### src/pkg/ebw_pkg.sv
/*
 * Shared constants for the external bus wait-state and bank-switch block:
 * register offsets, reset values, writable masks, field positions and
 * access space codes.
 * Assumes a 16-bit memory-mapped register port and an 18-bit program address.
 */
package ebw_pkg;

    // ============================================================
    // Register map
    localparam logic [7:0] EBW_OFS_WAIT_RANGES = 8'h28;
    localparam logic [7:0] EBW_OFS_BANK_SWITCH = 8'h29;
    localparam logic [7:0] EBW_OFS_WAIT_MULT = 8'h2b;

    // ============================================================
    // Reset values and writable bits
    localparam logic [15:0] EBW_RST_WAIT_RANGES = 16'h7fff;
    localparam logic [15:0] EBW_RST_BANK_SWITCH = 16'hf800;
    localparam logic [15:0] EBW_RST_WAIT_MULT = 16'h0000;
    localparam logic [15:0] EBW_WMASK_BANK_SWITCH = 16'hf905;
    localparam logic [15:0] EBW_WMASK_WAIT_MULT = 16'h0001;

    // ============================================================
    // Field positions
    localparam int EBW_BIT_XPA = 15;
    localparam int EBW_LSB_IO = 12;
    localparam int EBW_LSB_DATA_HI = 9;
    localparam int EBW_LSB_DATA_LO = 6;
    localparam int EBW_LSB_PROG_HI = 3;
    localparam int EBW_LSB_PROG_LO = 0;
    localparam int EBW_BIT_DOUBLE = 0;
    localparam int EBW_LSB_BANK_MASK = 12;
    localparam int EBW_BIT_PROG_DATA_READ_GAP = 11;
    localparam int EBW_BIT_INTERPROCESSOR_IRQ_REQUEST = 8;
    localparam int EBW_BIT_KEEPER = 2;
    localparam int EBW_BIT_BUS_OFF = 0;
    localparam int EBW_BIT_HALF = 15;
    localparam int EBW_LSB_BANK_ADDR = 12;
    localparam int EBW_LSB_PAGE = 16;

    // ============================================================
    // Timing
    localparam logic [3:0] EBW_MIN_WAITS = 4'h1;

    typedef enum logic [1:0] {
        EBW_SP_PROG,
        EBW_SP_DATA,
        EBW_SP_IO
    } ebw_space_t;

endpackage

### src/verilog/ebw_wait_sel.sv
/*
 * Wait-count selector: picks the 3-bit base count for one access from the
 * wait-range register, applies the doubling option and the floor of one.
 * Purely combinational; the caller registers the result.
 */
`timescale 1ns/1ps
module ebw_wait_sel
    import ebw_pkg::*;
(
    // Configuration
    input wire logic [15:0] ranges,
    input wire logic dbl,
    // Access
    input wire ebw_space_t space,
    input wire logic [17:0] addr,
    // Result
    output logic [3:0] waits
);

    logic [2:0] base;
    logic [3:0] scaled;

    always_comb begin
        base = ranges[EBW_LSB_PROG_LO +: 3];
        unique case (space)
            EBW_SP_IO: base = ranges[EBW_LSB_IO +: 3];
            EBW_SP_DATA: base = addr[EBW_BIT_HALF] ?
                ranges[EBW_LSB_DATA_HI +: 3] : ranges[EBW_LSB_DATA_LO +: 3];
            EBW_SP_PROG: begin
                if (!ranges[EBW_BIT_XPA] && addr[EBW_BIT_HALF]) begin
                    base = ranges[EBW_LSB_PROG_HI +: 3];
                end
            end
        endcase
        scaled = dbl ? {base, 1'b0} : {1'b0, base};
        waits = (scaled < EBW_MIN_WAITS) ? EBW_MIN_WAITS : scaled;
    end

endmodule

### src/verilog/ebw_bank_gap.sv
/*
 * Bank-switch gap detector: decides whether one idle cycle must precede an
 * access, from the previous external access and the bank-switch settings.
 * Purely combinational.
 */
`timescale 1ns/1ps
module ebw_bank_gap
    import ebw_pkg::*;
(
    // Settings
    input wire logic [3:0] bank_mask,
    input wire logic prog_data_read_gap,
    // Previous access
    input wire logic prev_valid,
    input wire ebw_space_t prev_space,
    input wire logic prev_rd,
    input wire logic [17:0] prev_addr,
    // Current access
    input wire ebw_space_t cur_space,
    input wire logic cur_rd,
    input wire logic [17:0] cur_addr,
    // Result
    output logic gap
);

    logic same_ps;
    logic bank_chg;
    logic page_chg;
    logic p2d;
    logic rd_swap;

    always_comb begin
        same_ps = (prev_space == cur_space) && (cur_space != EBW_SP_IO);
        bank_chg = ((prev_addr[EBW_LSB_BANK_ADDR +: 4] ^
            cur_addr[EBW_LSB_BANK_ADDR +: 4]) & bank_mask) != 4'h0;
        page_chg = (prev_space == EBW_SP_PROG) && (cur_space == EBW_SP_PROG)
            && (prev_addr[EBW_LSB_PAGE +: 2] != cur_addr[EBW_LSB_PAGE +: 2]);
        p2d = (prev_space == EBW_SP_PROG) && (cur_space == EBW_SP_DATA);
        // program read and data read swap
        rd_swap = prog_data_read_gap && prev_rd && cur_rd &&
            (((prev_space == EBW_SP_PROG) && (cur_space == EBW_SP_DATA)) ||
             ((prev_space == EBW_SP_DATA) && (cur_space == EBW_SP_PROG)));
        gap = prev_valid && ((same_ps && bank_chg) || page_chg || p2d ||
            rd_swap);
    end

endmodule

### src/verilog/ebw_ctrl.sv
/*
 * External bus timing controller for one subsystem: wait-state generator,
 * bank-switch idle cycles, bus-off, bus keeper and interprocessor request.
 * Assumes the CPU holds a request stable until its acknowledge, that memory
 * data is valid on the last strobe cycle, and one instance per subsystem.
 */
//
// Overview of operation
// - Bit 15 of wait ranges selects which ranges program fields cover.
// - I/O accesses use wait field bits 14 to 12.
// - Upper data half uses wait field bits 11 to 9.
// - Lower data half uses wait field bits 8 to 6.
// - Selector clear: upper program half uses bits 5 to 3.
// - Bits 2 to 0 cover lower program half, or all when selector set.
// - Multiplier bit 0 doubles the base count, up to fourteen.
// - Reserved bits ignore writes and read as zero.
// - One idle cycle on bank crossing within program or data space.
// - One idle cycle on program to data or program page change.
// - Bank-switch settings of the bus-owning subsystem apply.
// - Bank mask picks compared high address bits; resets to all ones.
// - Bit 11 set inserts a cycle between program and data reads.
// - Writing one to bit 8 interrupts the other subsystem once.
// - Bit 2 is the bus keeper control, cleared by reset.
// - Bit 0 finishes current cycle, then drives the bus inactive.
// - Bus off locks the mode and hold bits.
// - Reset gives seven waits on every external access.
// - Every external access has at least one wait.
// - The owning subsystem's wait register times external accesses.
`timescale 1ns/1ps
module ebw_ctrl
    import ebw_pkg::*;
#(
    parameter logic SUBSYS_ID = 1'b0
)(
    // Clock and reset
    input wire logic clock,
    input wire logic arst_n,
    // Memory-mapped register port
    input wire logic mmr_wr,
    input wire logic mmr_rd,
    input wire logic [7:0] mmr_addr,
    input wire logic [15:0] mmr_wdata,
    output logic [15:0] mmr_rdata,
    // CPU access request
    input wire logic req_valid,
    input wire ebw_space_t req_space,
    input wire logic req_rd,
    input wire logic [17:0] req_addr,
    input wire logic [15:0] req_wdata,
    output logic req_ack,
    output logic [15:0] req_rdata,
    // External bus pins
    input wire logic subsystem_select_pin,
    output logic [17:0] ext_addr,
    output logic ext_prog_n,
    output logic ext_data_n,
    output logic ext_io_n,
    output logic ext_strobe_n,
    output logic ext_rw,
    input wire logic [15:0] ext_data_i,
    output logic [15:0] ext_data_o,
    output logic ext_data_oe,
    // Keeper and system controls
    output logic bus_keeper_enable,
    output logic [15:0] keeper_data,
    output logic mode_bits_locked,
    output logic interprocessor_irq_request
);

    typedef enum logic [1:0] {
        EBW_ST_IDLE,
        EBW_ST_GAP,
        EBW_ST_ACC
    } ebw_state_t;

    ebw_state_t state_q;
    logic [15:0] ranges_q;
    logic double_q;
    logic [15:0] bank_q;
    logic [2:0] sel_sync_q;
    logic owner_sel_q;
    logic owns;
    logic take;
    logic gap;
    logic [3:0] waits;
    logic [3:0] cnt_q;
    logic [3:0] waits_q;
    logic [17:0] addr_q;
    ebw_space_t space_q;
    logic rd_q;
    logic [15:0] wdata_q;
    logic prev_valid_q;
    ebw_space_t prev_space_q;
    logic prev_rd_q;
    logic [17:0] prev_addr_q;
    logic interprocessor_irq_request_old_q;
    logic ack_q;
    logic acc_end;

    // ============================================================
    // Subsystem select synchroniser
    always_ff @(posedge clock or negedge arst_n) begin
        if (!arst_n) begin
            sel_sync_q <= 3'h0;
            owner_sel_q <= 1'b0;
        end else begin
            sel_sync_q <= {sel_sync_q[1:0], subsystem_select_pin};
            if (sel_sync_q[1] == sel_sync_q[2]) begin
                owner_sel_q <= sel_sync_q[2];
            end
        end
    end

    // only the selected subsystem drives the bus
    assign owns = (owner_sel_q == SUBSYS_ID);

    // ============================================================
    // Register writes
    always_ff @(posedge clock or negedge arst_n) begin
        if (!arst_n) begin
            ranges_q <= EBW_RST_WAIT_RANGES;
            double_q <= EBW_RST_WAIT_MULT[EBW_BIT_DOUBLE];
            bank_q <= EBW_RST_BANK_SWITCH;
        end else if (mmr_wr) begin
            if (mmr_addr == EBW_OFS_WAIT_RANGES) begin
                ranges_q <= mmr_wdata;
            end
            if (mmr_addr == EBW_OFS_WAIT_MULT) begin
                double_q <= mmr_wdata[EBW_BIT_DOUBLE];
            end
            if (mmr_addr == EBW_OFS_BANK_SWITCH) begin
                bank_q <= mmr_wdata & EBW_WMASK_BANK_SWITCH;
            end
        end
    end

    // ============================================================
    // Register reads
    always_ff @(posedge clock or negedge arst_n) begin
        if (!arst_n) begin
            mmr_rdata <= 16'h0000;
        end else if (mmr_rd) begin
            unique case (mmr_addr)
                EBW_OFS_WAIT_RANGES: mmr_rdata <= ranges_q;
                EBW_OFS_BANK_SWITCH: mmr_rdata <= bank_q;
                EBW_OFS_WAIT_MULT: mmr_rdata <=
                    {15'h0000, double_q} & EBW_WMASK_WAIT_MULT;
                default: mmr_rdata <= 16'h0000;
            endcase
        end
    end

    // ============================================================
    // Access timing
    ebw_wait_sel u_wait_sel (
        .ranges(ranges_q),
        .dbl(double_q),
        .space(req_space),
        .addr(req_addr),
        .waits(waits)
    );

    ebw_bank_gap u_bank_gap (
        .bank_mask(bank_q[EBW_LSB_BANK_MASK +: 4]),
        .prog_data_read_gap(bank_q[EBW_BIT_PROG_DATA_READ_GAP]),
        .prev_valid(prev_valid_q),
        .prev_space(prev_space_q),
        .prev_rd(prev_rd_q),
        .prev_addr(prev_addr_q),
        .cur_space(req_space),
        .cur_rd(req_rd),
        .cur_addr(req_addr),
        .gap(gap)
    );

    // no new cycle starts once the bus is switched off
    assign take = (state_q == EBW_ST_IDLE) && req_valid && !ack_q && owns &&
        !bank_q[EBW_BIT_BUS_OFF];
    assign acc_end = (state_q == EBW_ST_ACC) && (cnt_q == 4'h0);

    always_ff @(posedge clock or negedge arst_n) begin
        if (!arst_n) begin
            state_q <= EBW_ST_IDLE;
            cnt_q <= 4'h0;
            waits_q <= 4'h0;
            addr_q <= 18'h00000;
            space_q <= EBW_SP_PROG;
            rd_q <= 1'b1;
            wdata_q <= 16'h0000;
        end else begin
            unique case (state_q)
                EBW_ST_IDLE: begin
                    if (take) begin
                        state_q <= gap ? EBW_ST_GAP : EBW_ST_ACC;
                        cnt_q <= waits;
                        waits_q <= waits;
                        addr_q <= req_addr;
                        space_q <= req_space;
                        rd_q <= req_rd;
                        wdata_q <= req_wdata;
                    end else begin
                        addr_q <= 18'h00000;
                        rd_q <= 1'b1;
                    end
                end
                EBW_ST_GAP: state_q <= EBW_ST_ACC;
                EBW_ST_ACC: begin
                    // one clock per wait, address held
                    if (cnt_q == 4'h0) begin
                        state_q <= EBW_ST_IDLE;
                    end else begin
                        cnt_q <= cnt_q - 4'h1;
                    end
                end
            endcase
        end
    end

    // ============================================================
    // Previous access history and CPU answer
    always_ff @(posedge clock or negedge arst_n) begin
        if (!arst_n) begin
            prev_valid_q <= 1'b0;
            prev_space_q <= EBW_SP_PROG;
            prev_rd_q <= 1'b0;
            prev_addr_q <= 18'h00000;
            ack_q <= 1'b0;
            req_rdata <= 16'h0000;
        end else begin
            ack_q <= acc_end;
            if (acc_end) begin
                prev_valid_q <= 1'b1;
                prev_space_q <= space_q;
                prev_rd_q <= rd_q;
                prev_addr_q <= addr_q;
                if (rd_q) begin
                    req_rdata <= ext_data_i;
                end
            end
        end
    end

    assign req_ack = ack_q;

    // ============================================================
    // Pin drive
    always_comb begin
        ext_addr = addr_q;
        ext_rw = rd_q;
        ext_strobe_n = (state_q != EBW_ST_ACC);
        ext_prog_n = !((state_q == EBW_ST_ACC) && (space_q == EBW_SP_PROG));
        ext_data_n = !((state_q == EBW_ST_ACC) && (space_q == EBW_SP_DATA));
        ext_io_n = !((state_q == EBW_ST_ACC) && (space_q == EBW_SP_IO));
        ext_data_o = wdata_q;
        ext_data_oe = (state_q == EBW_ST_ACC) && !rd_q;
    end

    // ============================================================
    // Bus keeper
    // remember the last level seen on the data bus
    always_ff @(posedge clock or negedge arst_n) begin
        if (!arst_n) begin
            keeper_data <= 16'h0000;
        end else if (ext_data_oe) begin
            keeper_data <= wdata_q;
        end else if (acc_end && rd_q) begin
            keeper_data <= ext_data_i;
        end
    end

    assign bus_keeper_enable = bank_q[EBW_BIT_KEEPER];

    // mode and hold bits frozen while bus is off
    assign mode_bits_locked = bank_q[EBW_BIT_BUS_OFF];

    // ============================================================
    // Interprocessor request
    // one pulse per zero-to-one change of the request bit
    always_ff @(posedge clock or negedge arst_n) begin
        if (!arst_n) begin
            interprocessor_irq_request_old_q <= 1'b0;
            interprocessor_irq_request <= 1'b0;
        end else begin
            interprocessor_irq_request_old_q <= bank_q[EBW_BIT_INTERPROCESSOR_IRQ_REQUEST];
            interprocessor_irq_request <= bank_q[EBW_BIT_INTERPROCESSOR_IRQ_REQUEST] &&
                !interprocessor_irq_request_old_q;
        end
    end

    // ============================================================
    // Assertions
    logic [4:0] strobe_len_q;

    always_ff @(posedge clock or negedge arst_n) begin
        if (!arst_n) begin
            strobe_len_q <= 5'h00;
        end else if (!ext_strobe_n) begin
            strobe_len_q <= strobe_len_q + 5'h01;
        end else begin
            strobe_len_q <= 5'h00;
        end
    end

    property p_min_wait;
        @(posedge clock) disable iff (!arst_n)
        $fell(ext_strobe_n) |-> !ext_strobe_n [*2];
    endproperty
    a_min_wait: assert property (p_min_wait)
        else $error("access shorter than one wait");

    property p_len;
        @(posedge clock) disable iff (!arst_n)
        $rose(ext_strobe_n) |-> (strobe_len_q == {1'b0, waits_q} + 5'h01);
    endproperty
    a_len: assert property (p_len)
        else $error("strobe length differs from wait count");

    property p_stable;
        @(posedge clock) disable iff (!arst_n)
        !ext_strobe_n && $past(!ext_strobe_n) |->
            $stable(ext_addr) && $stable(ext_rw);
    endproperty
    a_stable: assert property (p_stable)
        else $error("address moved during wait");

    property p_gap;
        @(posedge clock) disable iff (!arst_n)
        take && gap |=> ext_strobe_n ##1 !ext_strobe_n;
    endproperty
    a_gap: assert property (p_gap)
        else $error("idle cycle not inserted");

    property p_nogap;
        @(posedge clock) disable iff (!arst_n)
        take && !gap |=> !ext_strobe_n;
    endproperty
    a_nogap: assert property (p_nogap)
        else $error("unneeded idle cycle");

    property p_range;
        @(posedge clock) disable iff (!arst_n)
        take |-> (waits >= 4'h1) && (waits <= 4'he) &&
            (double_q || waits <= 4'h7);
    endproperty
    a_range: assert property (p_range)
        else $error("wait count out of range");

    property p_reserved;
        @(posedge clock) disable iff (!arst_n)
        mmr_rd && (mmr_addr == EBW_OFS_BANK_SWITCH) |=>
            (mmr_rdata & ~EBW_WMASK_BANK_SWITCH) == 16'h0000;
    endproperty
    a_reserved: assert property (p_reserved)
        else $error("reserved bits read nonzero");

    property p_ipi;
        @(posedge clock) disable iff (!arst_n)
        $rose(bank_q[EBW_BIT_INTERPROCESSOR_IRQ_REQUEST]) |=> interprocessor_irq_request
            ##1 !interprocessor_irq_request;
    endproperty
    a_ipi: assert property (p_ipi)
        else $error("interprocessor request not a single pulse");

    property p_off;
        @(posedge clock) disable iff (!arst_n)
        (bank_q[EBW_BIT_BUS_OFF] || !owns) && (state_q == EBW_ST_IDLE) |=>
            ext_strobe_n && !ext_data_oe;
    endproperty
    a_off: assert property (p_off)
        else $error("bus active while switched off");

    c_gap: cover property (@(posedge clock) disable iff (!arst_n)
        take && gap);
    c_double: cover property (@(posedge clock) disable iff (!arst_n)
        take && double_q && waits == 4'he);
    c_off: cover property (@(posedge clock) disable iff (!arst_n)
        acc_end && bank_q[EBW_BIT_BUS_OFF]);
    c_ipi: cover property (@(posedge clock) disable iff (!arst_n)
        interprocessor_irq_request);

endmodule

### config.mk
export PLATFORM = sky130hd
export DESIGN_NAME = ebw_ctrl
export DESIGN_NICKNAME = d
export VERILOG_FILES = /design/src/pkg/ebw_pkg.sv /design/src/verilog/ebw_wait_sel.sv /design/src/verilog/ebw_bank_gap.sv /design/src/verilog/ebw_ctrl.sv
export SDC_FILE = /design/constraint.sdc
export NUM_CORES = 1
export LEC_CHECK = 0
export BUFFER_PORTS_ARGS = -buffer_cell sky130_fd_sc_hd__buf_4
export CORE_MARGIN = 5
export CORE_UTILIZATION = 41
export DETAILED_ROUTE_END_ITERATION = 12
export PLACE_DENSITY = 0.66
export SETUP_SLACK_MARGIN = 0.3
export SLEW_MARGIN = 20
export SYNTH_ARGS = -nofsm -noshare
export SYNTH_HDL_FRONTEND = slang
export SYNTH_SLANG_ARGS = --single-unit
### constraint.sdc
create_clock -name clock -period 2.2 [get_ports clock]
set_input_delay 0.11 -clock clock [delete_from_list [all_inputs] [get_ports clock]]
set_output_delay 0.11 -clock clock [all_outputs]
set_load 0.02 [all_outputs]
After elaboration in Yosys (flattened, before gate mapping)
Cells that the tools add are included.
{"block": "totals", "register_bits": 145, "elab_cells": 110}
{"block": "classes", "reduce_logical": 49, "n_addsub": 1, "n_eq_ne": 18, "n_bitwise": 3, "order_cmp": 1, "n_mux": 17}
{"operator": "one-hot mux 16 bit (3 select lines)", "count": 1}
{"operator": "two-way mux 16 bit", "count": 2}
{"operator": "equality test 8 x 6 -> 1 bit, second input constant", "count": 3}
{"operator": "logical AND 1 bit", "count": 22}
{"operator": "two-way mux 18 bit", "count": 1}
{"operator": "two-way mux 4 bit", "count": 4}
{"operator": "AND reduction 2 bit", "count": 6}
{"operator": "one-hot mux 3 bit (3 select lines)", "count": 1}
{"operator": "equality test 2 x 1 -> 1 bit, second input constant", "count": 4}
{"operator": "logical NOT 1 bit", "count": 8}
{"operator": "logical NOT 2 bit", "count": 4}
{"operator": "inequality test 2 bit, second input constant", "count": 4}
{"operator": "one-hot mux 4 bit (2 select lines)", "count": 1}
{"operator": "equality test 2 bit, second input constant", "count": 3}
{"operator": "two-way mux 2 bit", "count": 3}
{"operator": "two-way mux 3 bit", "count": 2}
{"operator": "one-hot mux 2 bit (3 select lines)", "count": 1}
{"operator": "bitwise AND 4 bit", "count": 1}
{"operator": "logical NOT 4 bit", "count": 1}
{"operator": "logical OR 1 bit", "count": 4}
{"operator": "< comparator 4 x 1 -> 1 bit, second input constant", "count": 1}
{"operator": "nonzero test 2 bit", "count": 2}
{"operator": "nonzero test 4 bit", "count": 1}
{"operator": "subtractor 4 x 1 -> 4 bit, second input constant", "count": 1}
{"operator": "other kinds (8)", "count": 8}

Longest topological paths before layout
Gate-level depths: netlist of the first run.
{"block": "depth", "ltp_word": 11, "depth_mapped": 9}

Hierarchy
From an unflattened synthesis of the first run, not the netlist that was laid out.
{"block": "unflattened", "hier_cells": 515, "hier_area_um2": 6470.0}
{"mod": "ebw_ctrl", "instances": 1, "area_per_inst_um2": 6132.1, "cells_per_inst": 474, "seq_area_each_um2": 3654.8}
{"mod": "ebw_wait_sel", "instances": 1, "area_per_inst_um2": 192.7, "cells_per_inst": 22, "seq_area_each_um2": 0.0}
{"mod": "ebw_bank_gap", "instances": 1, "area_per_inst_um2": 145.1, "cells_per_inst": 19, "seq_area_each_um2": 0.0}

Least setup slack after synthesis of the first run
No wires, ideal clock.
{"block": "synth_path", "path_kind": "register to register", "from": "reg state_q[0]", "to": "reg keeper_data[1]", "required_time_ps": 2133, "arrival_time_ps": 1773, "period_less_slack_ps": 1840, "slack_ps": 360, "path_stages_with_launch": 8, "path_cell_list": "dfrtp_1 -> inv_1 -> ha_1 -> buf_2 -> inv_1 -> nor2_1 -> clkbuf_1 -> a221o_1"}
{"element": "start: declaration", "line_no": "ebw_ctrl.sv:76", "source": "ebw_state_t state_q;"}
{"element": "start signal: assignment", "line_no": "ebw_ctrl.sv:194", "source": "state_q <= gap ? EBW_ST_GAP : EBW_ST_ACC;"}
{"element": "equality test 2 bit *", "line_no": "ebw_ctrl.sv:255", "source": "ext_data_oe = (state_q == EBW_ST_ACC) && !rd_q;"}
{"element": "logical AND 1 bit *", "line_no": "ebw_ctrl.sv:255"}
{"element": "named net ext_data_oe", "line_no": "ebw_ctrl.sv:62", "source": "output logic ext_data_oe,"}
{"element": "two-way mux 16 bit or nonzero test 2 bit (tied branches)"}
{"element": "end signal: assignment", "line_no": "ebw_ctrl.sv:265", "source": "keeper_data <= wdata_q;"}
{"element": "end signal: assignment", "line_no": "ebw_ctrl.sv:267", "source": "keeper_data <= ext_data_i;"}
{"element": "end: declaration", "line_no": "ebw_ctrl.sv:65", "source": "output logic [15:0] keeper_data,"}
Mark *: on every way through the listed nets, which the timed path passes. The rest lies on a longest branch.
A chain may end at the register's enable or synchronous reset.

Worst setup path in the final report of the first run
{"block": "layout_path", "from": "reg state_q[0]", "to": "out ext_prog_n"}
{"block": "layout_via", "elab_chain_cells": 3}
{"element": "equality test 2 bit", "line_no": "ebw_ctrl.sv:251", "source": "ext_prog_n = !((state_q == EBW_ST_ACC) && (space_q == EBW_SP_PROG));"}
{"element": "logical AND 1 bit", "line_no": "ebw_ctrl.sv:251"}
{"element": "logical NOT 1 bit", "line_no": "ebw_ctrl.sv:251"}
{"element": "end: declaration", "line_no": "ebw_ctrl.sv:55", "source": "output logic ext_prog_n,"}
No other way between the ends.

==> results of run 1 <==
## where the power goes
| part | internal (W) | total, W | switching, W | leakage [nW] |
|---|---|---|---|---|
| Sequential | 0.00321 | 0.00386 | 0.000647 | 1.60 |
| Clock | 0.00182 | 0.00279 | 0.000979 | 0.289 |
| Combinational | 0.00180 | 0.00384 | 0.00204 | 2.32 |
## critical path, cell delays in order, from the launching register on
cell and delay, ps:
dfrtp_1 390, inv_2 100, ha_4 150, buf_6 100
inv_2 50, or3_4 390, buf_6 140
## through the flow
step	total power (W)	instance area, um2
6_report	0.01049	8766
4_1_cts	0.01044	8683
3_3_place_gp	0.007349	7380
3_5_place_dp	0.007481	7380
5_1_grt	0.01106	8766
2_1_floorplan	0.005814	5848
## registers in the layout, indices dropped and copies added, names as in the netlist, 4 cells and up
name         flops
bank_q           8
ext_addr        18
req_rdata       16
cnt_q            4
keeper_data     16
ext_data_o      16
ranges_q        16
prev_addr_q      6
mmr_rdata       16
## worst min path at each step
| stage | start | cells past startpoint | slack [ps] | end |
|---|---|---|---|---|
| finish | req_addr[15] | 2 | 20 | ext_addr[15]$_DFFE_PN0N_ |
| global route | req_addr[15] | 2 | 20 | ext_addr[15]$_DFFE_PN0N_ |
| CTS | req_addr[15] | 2 | 4 | ext_addr[15]$_DFFE_PN0N_ |
| detailed placement | arst_n | 1 | 110 | keeper_data[12]$_DFFE_PN0P_ |
| global placement | arst_n | 1 | 100 | keeper_data[12]$_DFFE_PN0P_ |
| floorplan | arst_n | 0 | -190 | bank_q[0]$_DFFE_PN0P_ |
## final cells by class
class	count	area, um2
clock buffers	28	516.7
clock inverters	4	70.07
fillers	1108	5169
inverters	25	98.84
multi-input cells	327	2325
flip-flops and latches	133	3354
well taps	180	225.2
repair buffers	261	2176
## cells in the final DEF (no fill, tap or decap), drive strengths merged, types with 2 or more instances in the layout
cell type	netlist	routed
a22o	19	19
or3	2	2
o221ai	2	2
inv	24	23
a21oi	4	4
nand3b	2	2
dfrtp	112	112
a221o	16	16
a21boi	16	16
nand2b	6	6
dlygate4sd3	0	69
nand4	3	3
clkbuf	9	28
nor2	9	9
dfstp	21	21
clkinv	1	4
buf	16	192
mux2i	14	14
bufinv	0	2
a22oi	3	3
nand2	126	126
a221oi	2	2
nor3	4	4
or2	2	2
xor2	7	7
ha	4	4
nand3	4	4
o22ai	10	10
mux2	43	43
o21ai	13	13
## repair_timing
| item | in CTS | in global routing |
|---|---|---|
| hold buffers | 69 | 0 |
| hold endpoints to repair | 123 | 0 |
| endpoints found under the setup margin | 22 | 40 |
| gates resized for setup | 5 | 18 |
| buffers inserted | 1 | 3 |
| gates cloned | 0 | 0 |
## cell families (layout without fill, tap and decap cells)
logic type / count (synthesis) / in the layout
simple gates: 167 / 167
flops: 133 / 133
compound gates: 91 / 91
mux: 57 / 57
buf+inv: 50 / 318
xor+xnor: 7 / 7
fa+ha+maj: 5 / 5
## routing by layer
metal	GRT usage	routed length (um)	vias up
met5	0	0	-
met4	0.05868	213	0
met3	0.05812	1236	21
met2	0.3369	8059	177
met1	0.2678	7367	2365
li1	-	-	2291
==> results.txt, run 1 <==
Status -> finished clean
Largest family of logic cells by synthesized area -> simple AND/OR/NAND/NOR gates
Final setup violation count -> 0
Worst setup path endpoint -> ext_prog_n
Sink Count -> 133
Kind of critical path -> flip-flop to output port
GP Congestion -> 0.7990
Syn_nets -> 597
HPWL Detailed -> 11.66 mm
Synth unique cells -> 55
Final Critical Period -> 1849 ps
Iteration-0 DRC Markers -> 221
DP Cell Count -> 853
Reg2reg end -> keeper_data[9]$_DFFE_PN0P_
Worst Path Arrival -> 1740 ps
Worst Tran Pin Value -> 522.9 ps
Setup repair after global routing missed its margin -> true
Util after Layout -> 0.6291
DIE WIDTH -> 129.4 um
Synth Area in Adders -> 0.01027
GR Overflow Total -> 0
Nets -> 852
Number of hold violations in the final report -> 0
Core area -> 13930 um2
Number of global-route vias before repair -> 5083
Setup TNS -> 0 ps
CP endpoint kind -> output port
Layout cell share with drive strength beyond 1 -> 0.3933
Synthesis warning total -> 0
Die height -> 129.4 um
Synth Flop Type -> dfrtp_1
Commonest cells post-synth -> nand2_1 (125), dfrtp_1 (112), mux2_2 (33)
Area grow syn2layout -> 49.89%
Largest net degree at the start of global routing -> 54
Wire per inst -> 17.62 um
Maximum fanout along the worst path -> 5
Most frequent cell after synthesis -> nand2_1
I/O Pins -> 175
Slew headroom -> 0.6514
Compound-Gate Fraction of Synth Area -> 0.1271
First-pass GRT wire length -> 26.68 mm
Hold WC Path Type -> input port to flip-flop
Highest clock rate -> 0.5408 GHz
CP startpoint kind -> flip-flop
Clk_skew -> 4.975 ps
Final Non-Filler Cells -> 958
CTS clk-pin slew, worst paths -> 50 ps
Row count -> 43
Synth area leaders -> dfrtp_1 (48%), dfstp_2 (9.4%), nand2_1 (8.0%), mux2_2 (6.4%), a22o_1 (2.8%)
Drt drc -> 0
Post-Syn Area -> 5848 um2
Initial Utilization -> 0.4197
Htree depth -> 4
Top cell type's share of synthesized area -> 0.4792
Pre-CTS setup slack -> 214.0 ps
P_leak -> 4.217 nW
Total CTS buffers -> 17
Largest area contributor in the netlist -> dfrtp_1
Ys async rst share -> 1.000
Root Buffer -> clkbuf_16
Final Max Tran Viols -> 0
Total GRT Usage -> 0.2052
Final Cycle Share -> 0.8404
Critical path launch point -> state_q[0]$_DFFE_PN0P_
Critical R2R Launch -> cnt_q[0]$_DFFE_PN0P_
Mux contribution to synthesized area -> 0.1132
# diodes -> 0
R2R depth -> 9
Avg Vias per Cell -> 5.067
Worst-Skew Late Latency -> 420 ps
Routed Antenna Nets -> 0
Pwr Density -> 1197 nW/um2
Die ar. -> 16750 um2
Post-Synth XOR/XNOR Area -> 0.01048
Number of synthesized flops with an enable pin -> 0
VDD IR max -> 457.1 uV
Drt pass-1 iters -> 4
Max Cap Violations -> 0
Routed via count -> 4854
Post-Synthesis Cells -> 510
Number of synthesized register bits -> 133
Wirelength, routed -> 16.88 mm
Req. time, crit path -> 2090 ps
Simple-gate area share of the yosys netlist -> 0.1286
Post-synthesis sequential area ratio -> 0.5736
Mapped Avg Cell Area -> 11.47 um2
Setup slack, reg-to-reg -> 380 ps
Setup slack after layout -> 351.0 ps
Hold slack -> 22.37 ps
Antenna violations before repair -> 0
Buffers on Ports -> 174
CTS tree -> done
Clock tree buffer depth -> 2
(Power assumes the default switching activity.)
==> run 2: changes to the inputs <==
--- a/config.mk
+++ b/config.mk
@@ -5,11 +5,12 @@
 export SDC_FILE = /design/constraint.sdc
 export NUM_CORES = 1
 export LEC_CHECK = 0
+export ABC_AREA = 1
 export BUFFER_PORTS_ARGS = -buffer_cell sky130_fd_sc_hd__buf_4
 export CORE_MARGIN = 5
 export CORE_UTILIZATION = 41
 export DETAILED_ROUTE_END_ITERATION = 12
-export PLACE_DENSITY = 0.66
+export PLACE_DENSITY = 0.69
 export SETUP_SLACK_MARGIN = 0.3
 export SLEW_MARGIN = 20
 export SYNTH_ARGS = -nofsm -noshare
==> constraint.sdc (replaced) <==
create_clock -name clock -period 1.5 [get_ports clock]
set_input_delay 0.075 -clock clock [delete_from_list [all_inputs] [get_ports clock]]
set_output_delay 0.075 -clock clock [all_outputs]
set_load 0.02 [all_outputs]
==> run 2 against run 1 <==
Effect of this change:
- the run now ends with setup timing left
- worst setup slack lost 550 ps
- count of clock-buffer cells in the layout shrank 6
- final cell count grew 14%
- register-to-register slack lost 570 ps
- synthesized area shrank 2.5%
- total power grew 63%
- die area shrank 2.3%
==> results.txt, run 2 <==
Status -> complete, but fails checks
Failing checks -> setup timing
Final setup violation count -> 82 (+82)
Most frequent cell after synthesis -> nand2_1
CP startpoint kind -> flip-flop
Post-Syn Area -> 5703 um2 (-2.5%)
Avg Vias per Cell -> 5.102 (+0.70%)
Iteration-0 DRC Markers -> 340 (+54%)
Req. time, crit path -> 1800 ps (-290 ps)
Post-synthesis sequential area ratio -> 0.5882 (+0.01460)
Wirelength, routed -> 19.24 mm (+14%)
DIE WIDTH -> 127.9 um (-1.2%)
Power share of the clock group -> 0.245 (-0.021)
CP endpoint kind -> flip-flop
Post-Synthesis Cells -> 605 (+19%)
Number of global-route vias before repair -> 5709 (+12%)
Routed Antenna Nets -> 0 (unchanged)
Core area -> 13770 um2 (-1.2%)
Largest net degree at the start of global routing -> 55 (+1.9%)
Number of hold violations in the final report -> 0 (unchanged)
Finished Cell Area -> 9613 um2 (+9.7%)
Syn_nets -> 692 (+16%)
Commonest non-fill, non-tap cells in the layout -> buf_4 (193), nand2_1 (150), dfrtp_1 (111)
Reg2reg end -> cnt_q[1]$_DFFE_PN0P_
Pwr Density -> 1776 nW/um2 (+48%)
GP Congestion -> 0.8348 (+4.5%)
Die height -> 127.9 um (-1.2%)
Hold WC Path Type -> input port to flip-flop
Critical path launch point -> state_q[0]$_DFFE_PN0P_
Mapped Avg Cell Area -> 9.426 um2 (-18%)
Sink Count -> 133 (unchanged)
Synth unique cells -> 35 (-36%)
Max FFs per register -> 18 (unchanged)
Sequential fraction of design power -> 0.331 (-0.037)
CTS clk-pin slew, worst paths -> 60 ps (about the same)
Placed Instance Area -> 7467 um2 (+1.2%)
Clk_skew -> 7.935 ps (+2.959 ps)
Setup slack, reg-to-reg -> -190 ps (-570 ps)
Sw Share -> 0.3672 (+0.01823)
Min-delay src -> req_space[0]
Nets -> 988 (+16%)
Kind of critical path -> flip-flop to flip-flop
Final Max Tran Viols -> 0 (unchanged)
Highest clock rate -> 0.5901 GHz
Total CTS buffers -> 17 (unchanged)
Drt pass-1 iters -> 5 (+1)
Ys async rst share -> 1.000 (unchanged)
HPWL Detailed -> 11.86 mm (+1.6%)
Fillers -> 944 (-15%)
Slew headroom -> 0.6366 (-0.01478)
Worst Path Arrival -> 1990 ps (+250 ps)
I/O Pins -> 175 (unchanged)
Commonest cells post-synth -> nand2_1 (198), dfrtp_1 (112), inv_1 (60)
Die ar. -> 16370 um2 (-2.3%)
Maximum fanout along the worst path -> 5 (unchanged)
Number of synthesized register bits -> 133 (unchanged)
Int Power -> 0.01080 W (+58%)
Worst setup path endpoint -> cnt_q[1]$_DFFE_PN0P_
Largest area contributor in the netlist -> dfrtp_1
Max Cap Violations -> 0 (unchanged)
Critical R2R Launch -> state_q[0]$_DFFE_PN0P_
Number of synthesized flops with an enable pin -> 0 (unchanged)
Area grow syn2layout -> 68.56%
Synth area leaders -> dfrtp_1 (49%), nand2_1 (13%), dfstp_2 (9.7%), inv_1 (3.9%), o21ai_0 (3.3%)
P_leak -> 4.821 nW (+14%)
Drt drc -> 0 (unchanged)
Commonest non-fill, non-tap cell in the layout -> buf_4
Setup slack after layout -> -194.6 ps (-545.6 ps)
CTS tree -> done
Top cell type's share of synthesized area -> 0.4914 (+0.01220)
Worst Tran Pin Value -> 545.1 ps (+22.17 ps)
First-pass GRT wire length -> 28.89 mm (+8.3%)
Htree depth -> 4 (unchanged)
Worst-Skew Late Latency -> 410 ps (about the same)
Synth Flop Type -> dfrtp_1
Antenna violations before repair -> 0 (unchanged)
R2R depth -> 12 (+3)
Comb power frac -> 0.424 (+0.058)
Util after Layout -> 0.6979 (+0.06887)
Row count -> 43 (unchanged)
Setup repair after global routing missed its margin -> true
GR Overflow Total -> 0 (unchanged)
Layout cell share with drive strength beyond 1 -> 0.4344 (+0.04104)
Setup TNS -> -8796 ps (-8796 ps)
Routed via count -> 5587 (+15%)
Psw -> 0.006269 W (+71%)
Final Cycle Share -> 1.130
Initial Utilization -> 0.4141 (-0.005620)
VDD IR max -> 1056 uV (+130%)
Synthesis warning total -> 0 (unchanged)
Wire per inst -> 17.57 um (-0.26%)
Root Buffer -> clkbuf_16
Total GRT Usage -> 0.2237 (+0.01853)
Buffers on Ports -> 174 (unchanged)
Clock tree buffer depth -> 2 (unchanged)
Pre-CTS setup slack -> -101.6 ps (-315.6 ps)
Final Critical Period -> 1695 ps
run 2: through the flow:
stage | std cells | hold slack (ps) | power (W)
after global routing | 1094 | 59.63 | 0.01789
after global placement | 962 | 69.21 | 0.01094
after detailed placement | 962 | 65.98 | 0.01116
after CTS | 1083 | 21.92 | 0.01621
final | 1095 | 41.82 | 0.01707
after floorplan | 605 | -220.6 | 0.008661
run 2: power groups by stage:
stage	Clock (W)	Combinational (W)	Sequential (W)
floorplan	0	0.00235	0.00631
global placement	0	0.00548	0.00546
detailed placement	0	0.00566	0.00550
finish	0.00419	0.00723	0.00565
CTS	0.00424	0.00647	0.00551
global route	0.00441	0.00773	0.00575
run 2: critical path: stages, from the launching register on:
cell     delay [ps]
dfrtp_1         390
inv_2            90
buf_6           100
ha_4            130
inv_2            60
nor3_4          200
nand2_4         110
nand2_4         100
nand3_4         100
inv_4            80
nand2_1          50
nor2_1          100
nor2_1           50
run 2: worst min-delay path by stage:
stage                                    end  slack [ps]  cells after the start
global placement    mmr_rdata[5]$_DFFE_PN0P_          70                      1
detailed placement  mmr_rdata[5]$_DFFE_PN0P_          70                      1
CTS                   space_q[0]$_DFFE_PN0P_          20                      3
finish                space_q[0]$_DFFE_PN0P_          40                      3
floorplan              bank_q[0]$_DFFE_PN0P_        -220                      0
global route          space_q[0]$_DFFE_PN0P_          60                      3
run 2: cells by family after synthesis:
| group | synth area share |
|---|---|
| mux | 0.04278 |
| buf+inv | 0.06362 |
| xor+xnor | 0.003072 |
| compound gates | 0.09237 |
| fa+ha+maj | 0.01053 |
| flops | 0.5882 |
| simple gates | 0.1994 |
run 2: what timing repair did:
action | 4_1_cts | 5_1_grt
hold endpoints to repair | 153 | 0
pin swaps | 5 | 10
cloned | 4 | 3
setup endpoints to repair | 91 | 91
setup buffers | 14 | 8
hold buffers | 71 | 0
gates resized for setup | 65 | 76
run 2: cell type report:
type | count | area (um2) | area share
Clock buffer | 22 | 464.2 | 0.04829
Tap cell | 180 | 225.2 | 0.02343
Timing Repair Buffer | 298 | 2705 | 0.2814
Antenna cell | 1 | 2.502 | 0.0002603
Multi-Input combinational cell | 384 | 2437 | 0.2535
Inverter | 65 | 265.3 | 0.02759
Timing Repair inverter | 2 | 28.78 | 0.002994
Clock inverter | 10 | 128.9 | 0.01341
Sequential cell | 133 | 3356 | 0.3491
run 2: metal layers:
metal / GRT usage / vias to the layer above / wire length (um)
met5: 0 / - / 0
li1: - / 2566 / -
met4: 0.09988 / 0 / 673
met3: 0.04875 / 59 / 951
met2: 0.3758 / 211 / 10210
met1: 0.2768 / 2751 / 7402
==> run 3: changes to the inputs <==
--- a/config.mk
+++ b/config.mk
@@ -10,6 +10,7 @@
 export CORE_MARGIN = 5
 export CORE_UTILIZATION = 41
 export DETAILED_ROUTE_END_ITERATION = 12
+export HOLD_SLACK_MARGIN = 0.05
 export PLACE_DENSITY = 0.69
 export SETUP_SLACK_MARGIN = 0.3
 export SLEW_MARGIN = 20
==> run 3 against run 2 <==
Effect of this change:
- the run still ends with setup timing left
- final area is 0.17% lower
- non-clock buffer count unchanged
- critical path depth fell by 4
- core utilization shrank 0.12 points
- register-to-register slack barely moved
- first-iteration DRC count down 0.88%
- clock skew down 1.2 ps
- maximum frequency grew 0.49%
- critical endpoint is now keeper_data[8]$_DFFE_PN0P_
- largest cell class unchanged
==> results.txt, run 3 (synthesized netlist as in run 2, its figures left out) <==
Buffers on Ports -> 174 (unchanged)
Setup slack, reg-to-reg -> -190 ps (about the same)
Row count -> 43 (unchanged)
Max Cap Violations -> 0 (unchanged)
Total GRT Usage -> 0.2243 (+0.0005321)
CP endpoint kind -> flip-flop
Area grow syn2layout -> 68.28%
Iteration-0 DRC Markers -> 337 (-0.88%)
Wirelength, routed -> 18.96 mm (-1.5%)
Worst-Skew Late Latency -> 410 ps (about the same)
Crit-path cells -> inv_2 > ha_4 > clkinvlp_4 > buf_4 > o21ai_4 > clkinv_4 > nand2_2 > nand3_1
Pwr Density -> 1777 nW/um2 (about the same)
Maximum fanout along the worst path -> 8 (+3)
Hold WC Path Type -> input port to flip-flop
CP max stage cell -> dfrtp_1
GP Congestion -> 0.8348 (unchanged)
Clock tree buffer depth -> 2 (unchanged)
Root Buffer -> clkbuf_16
Failing checks -> setup timing
GR Overflow Total -> 0 (unchanged)
Highest clock rate -> 0.5930 GHz (+0.49%)
CTS tree -> done
Largest net degree at the start of global routing -> 55 (unchanged)
Number of hold violations in the final report -> 0 (unchanged)
Sink Count -> 133 (unchanged)
Wire per inst -> 17.31 um (-1.5%)
Max FFs per register -> 18 (unchanged)
I/O Pins -> 175 (unchanged)
Final Critical Period -> 1686 ps (-8.215 ps)
P_leak -> 4.826 nW (about the same)
Total CTS buffers -> 17 (unchanged)
CP startpoint kind -> flip-flop
Layout cell share with drive strength beyond 1 -> 0.4398 (+0.005470)
Core area -> 13770 um2 (unchanged)
Initial Utilization -> 0.4141 (unchanged)
Worst Tran Pin Value -> 535.9 ps (-9.170 ps)
Die height -> 127.9 um (unchanged)
Clk_skew -> 6.712 ps (-1.223 ps)
Routed Antenna Nets -> 0 (unchanged)
Setup repair after global routing missed its margin -> true
Avg Vias per Cell -> 5.068 (-0.66%)
Commonest non-fill, non-tap cell in the layout -> buf_4
VDD IR max -> 996.6 uV (-5.6%)
Final Cycle Share -> 1.124 (-0.005477)
HPWL Detailed -> 11.86 mm (unchanged)
Pre-CTS setup slack -> -101.6 ps (unchanged)
Status -> complete, but fails checks
Req. time, crit path -> 1790 ps (about the same)
Setup slack after layout -> -186.4 ps (+8.215 ps)
Antenna violations before repair -> 0 (unchanged)
Commonest non-fill, non-tap cells in the layout -> buf_4 (195), nand2_1 (147), dfrtp_1 (111)
CTS clk-pin slew, worst paths -> 60 ps (about the same)
Final setup violation count -> 80 (-2.4%)
Util after Layout -> 0.6968 (-0.001181)
Die ar. -> 16370 um2 (unchanged)
Routed via count -> 5550 (-0.66%)
Kind of critical path -> flip-flop to flip-flop
Drt drc -> 0 (unchanged)
Worst Path Arrival -> 1970 ps (-20 ps)
Slew headroom -> 0.6427 (+0.006114)
Drt pass-1 iters -> 4 (-1)
Final Max Tran Viols -> 0 (unchanged)
Nets -> 988 (unchanged)
First-pass GRT wire length -> 28.96 mm (+0.24%)
Largest stage delay, worst path -> 390 ps (about the same)
DIE WIDTH -> 127.9 um (unchanged)
Number of global-route vias before repair -> 5702 (-0.12%)
Htree depth -> 4 (unchanged)
## run 3: final timing paths
path	from	end	cells after the start
max in group asynchronous	arst_n	ranges_q[3]$_DFFE_PN1P_	3
min in group asynchronous	arst_n	mmr_rdata[5]$_DFFE_PN0P_	2
hold / removal	req_addr[15]	ext_addr[15]$_DFFE_PN0N_	3
setup / recovery	state_q[0]$_DFFE_PN0P_	keeper_data[8]$_DFFE_PN0P_	8
setup reg to reg	state_q[0]$_DFFE_PN0P_	keeper_data[8]$_DFFE_PN0P_	8
hold reg to reg	sel_sync_q[0]$_DFF_PN0_	sel_sync_q[1]$_DFF_PN0_	0
## run 3: timing repair
action | 4_1_cts | 5_1_grt
pin swaps | 5 | 11
endpoints found under the hold margin | 201 | 0
cloned | 4 | 2
setup endpoints to repair | 91 | 91
setup buffers | 14 | 8
hold buffers | 72 | 0
resized for setup | 65 | 78
## run 3: layout make-up
class / instances / area (um2)
repair inverters: 2 / 28.78
diodes: 1 / 2.502
flip-flops and latches: 133 / 3356
fillers: 955 / 4177
multi-input cells: 384 / 2441
repair buffers: 298 / 2683
well taps: 180 / 225.2
inverters: 65 / 267.8
clock inverters: 10 / 128.9
clock buffers: 22 / 464.2
## run 3: metal layers
layer	GRT usage	share of wire	vias up
met5	0	0	-
met4	0.09800	0.027	0
met3	0.04750	0.047	47
met2	0.3746	0.53	203
met1	0.2812	0.40	2733
li1	-	-	2567
## run 3: through the flow
stage               setup TNS, ps  area (um2)  instances  total power (W)  hold slack, ps
detailed placement          -2554        7467        962          0.01116           65.98
CTS                         -3743        9223       1084          0.01621           72.09
floorplan                   -4477        5856        605         0.008661          -220.6
global route               -11170        9594       1094          0.01789           87.07
global placement           -182.7        7467        962          0.01094           69.21
finish                      -7104        9597       1095          0.01705           82.72
## run 3: worst max-delay path, delay by kind of cell (launching register included)
family,cells,cell delay [ps]
flops,1,390
buf+inv,4,580
compound gates,1,220
fa+ha+maj,1,170
simple gates,2,190
## run 3: power by group
part | switching (W) | total, W | leakage [nW] | internal [W]
Combinational | 0.00384 | 0.00725 | 2.93 | 0.00341
Sequential | 0.000918 | 0.00562 | 1.60 | 0.00471
Clock | 0.00150 | 0.00418 | 0.297 | 0.00269
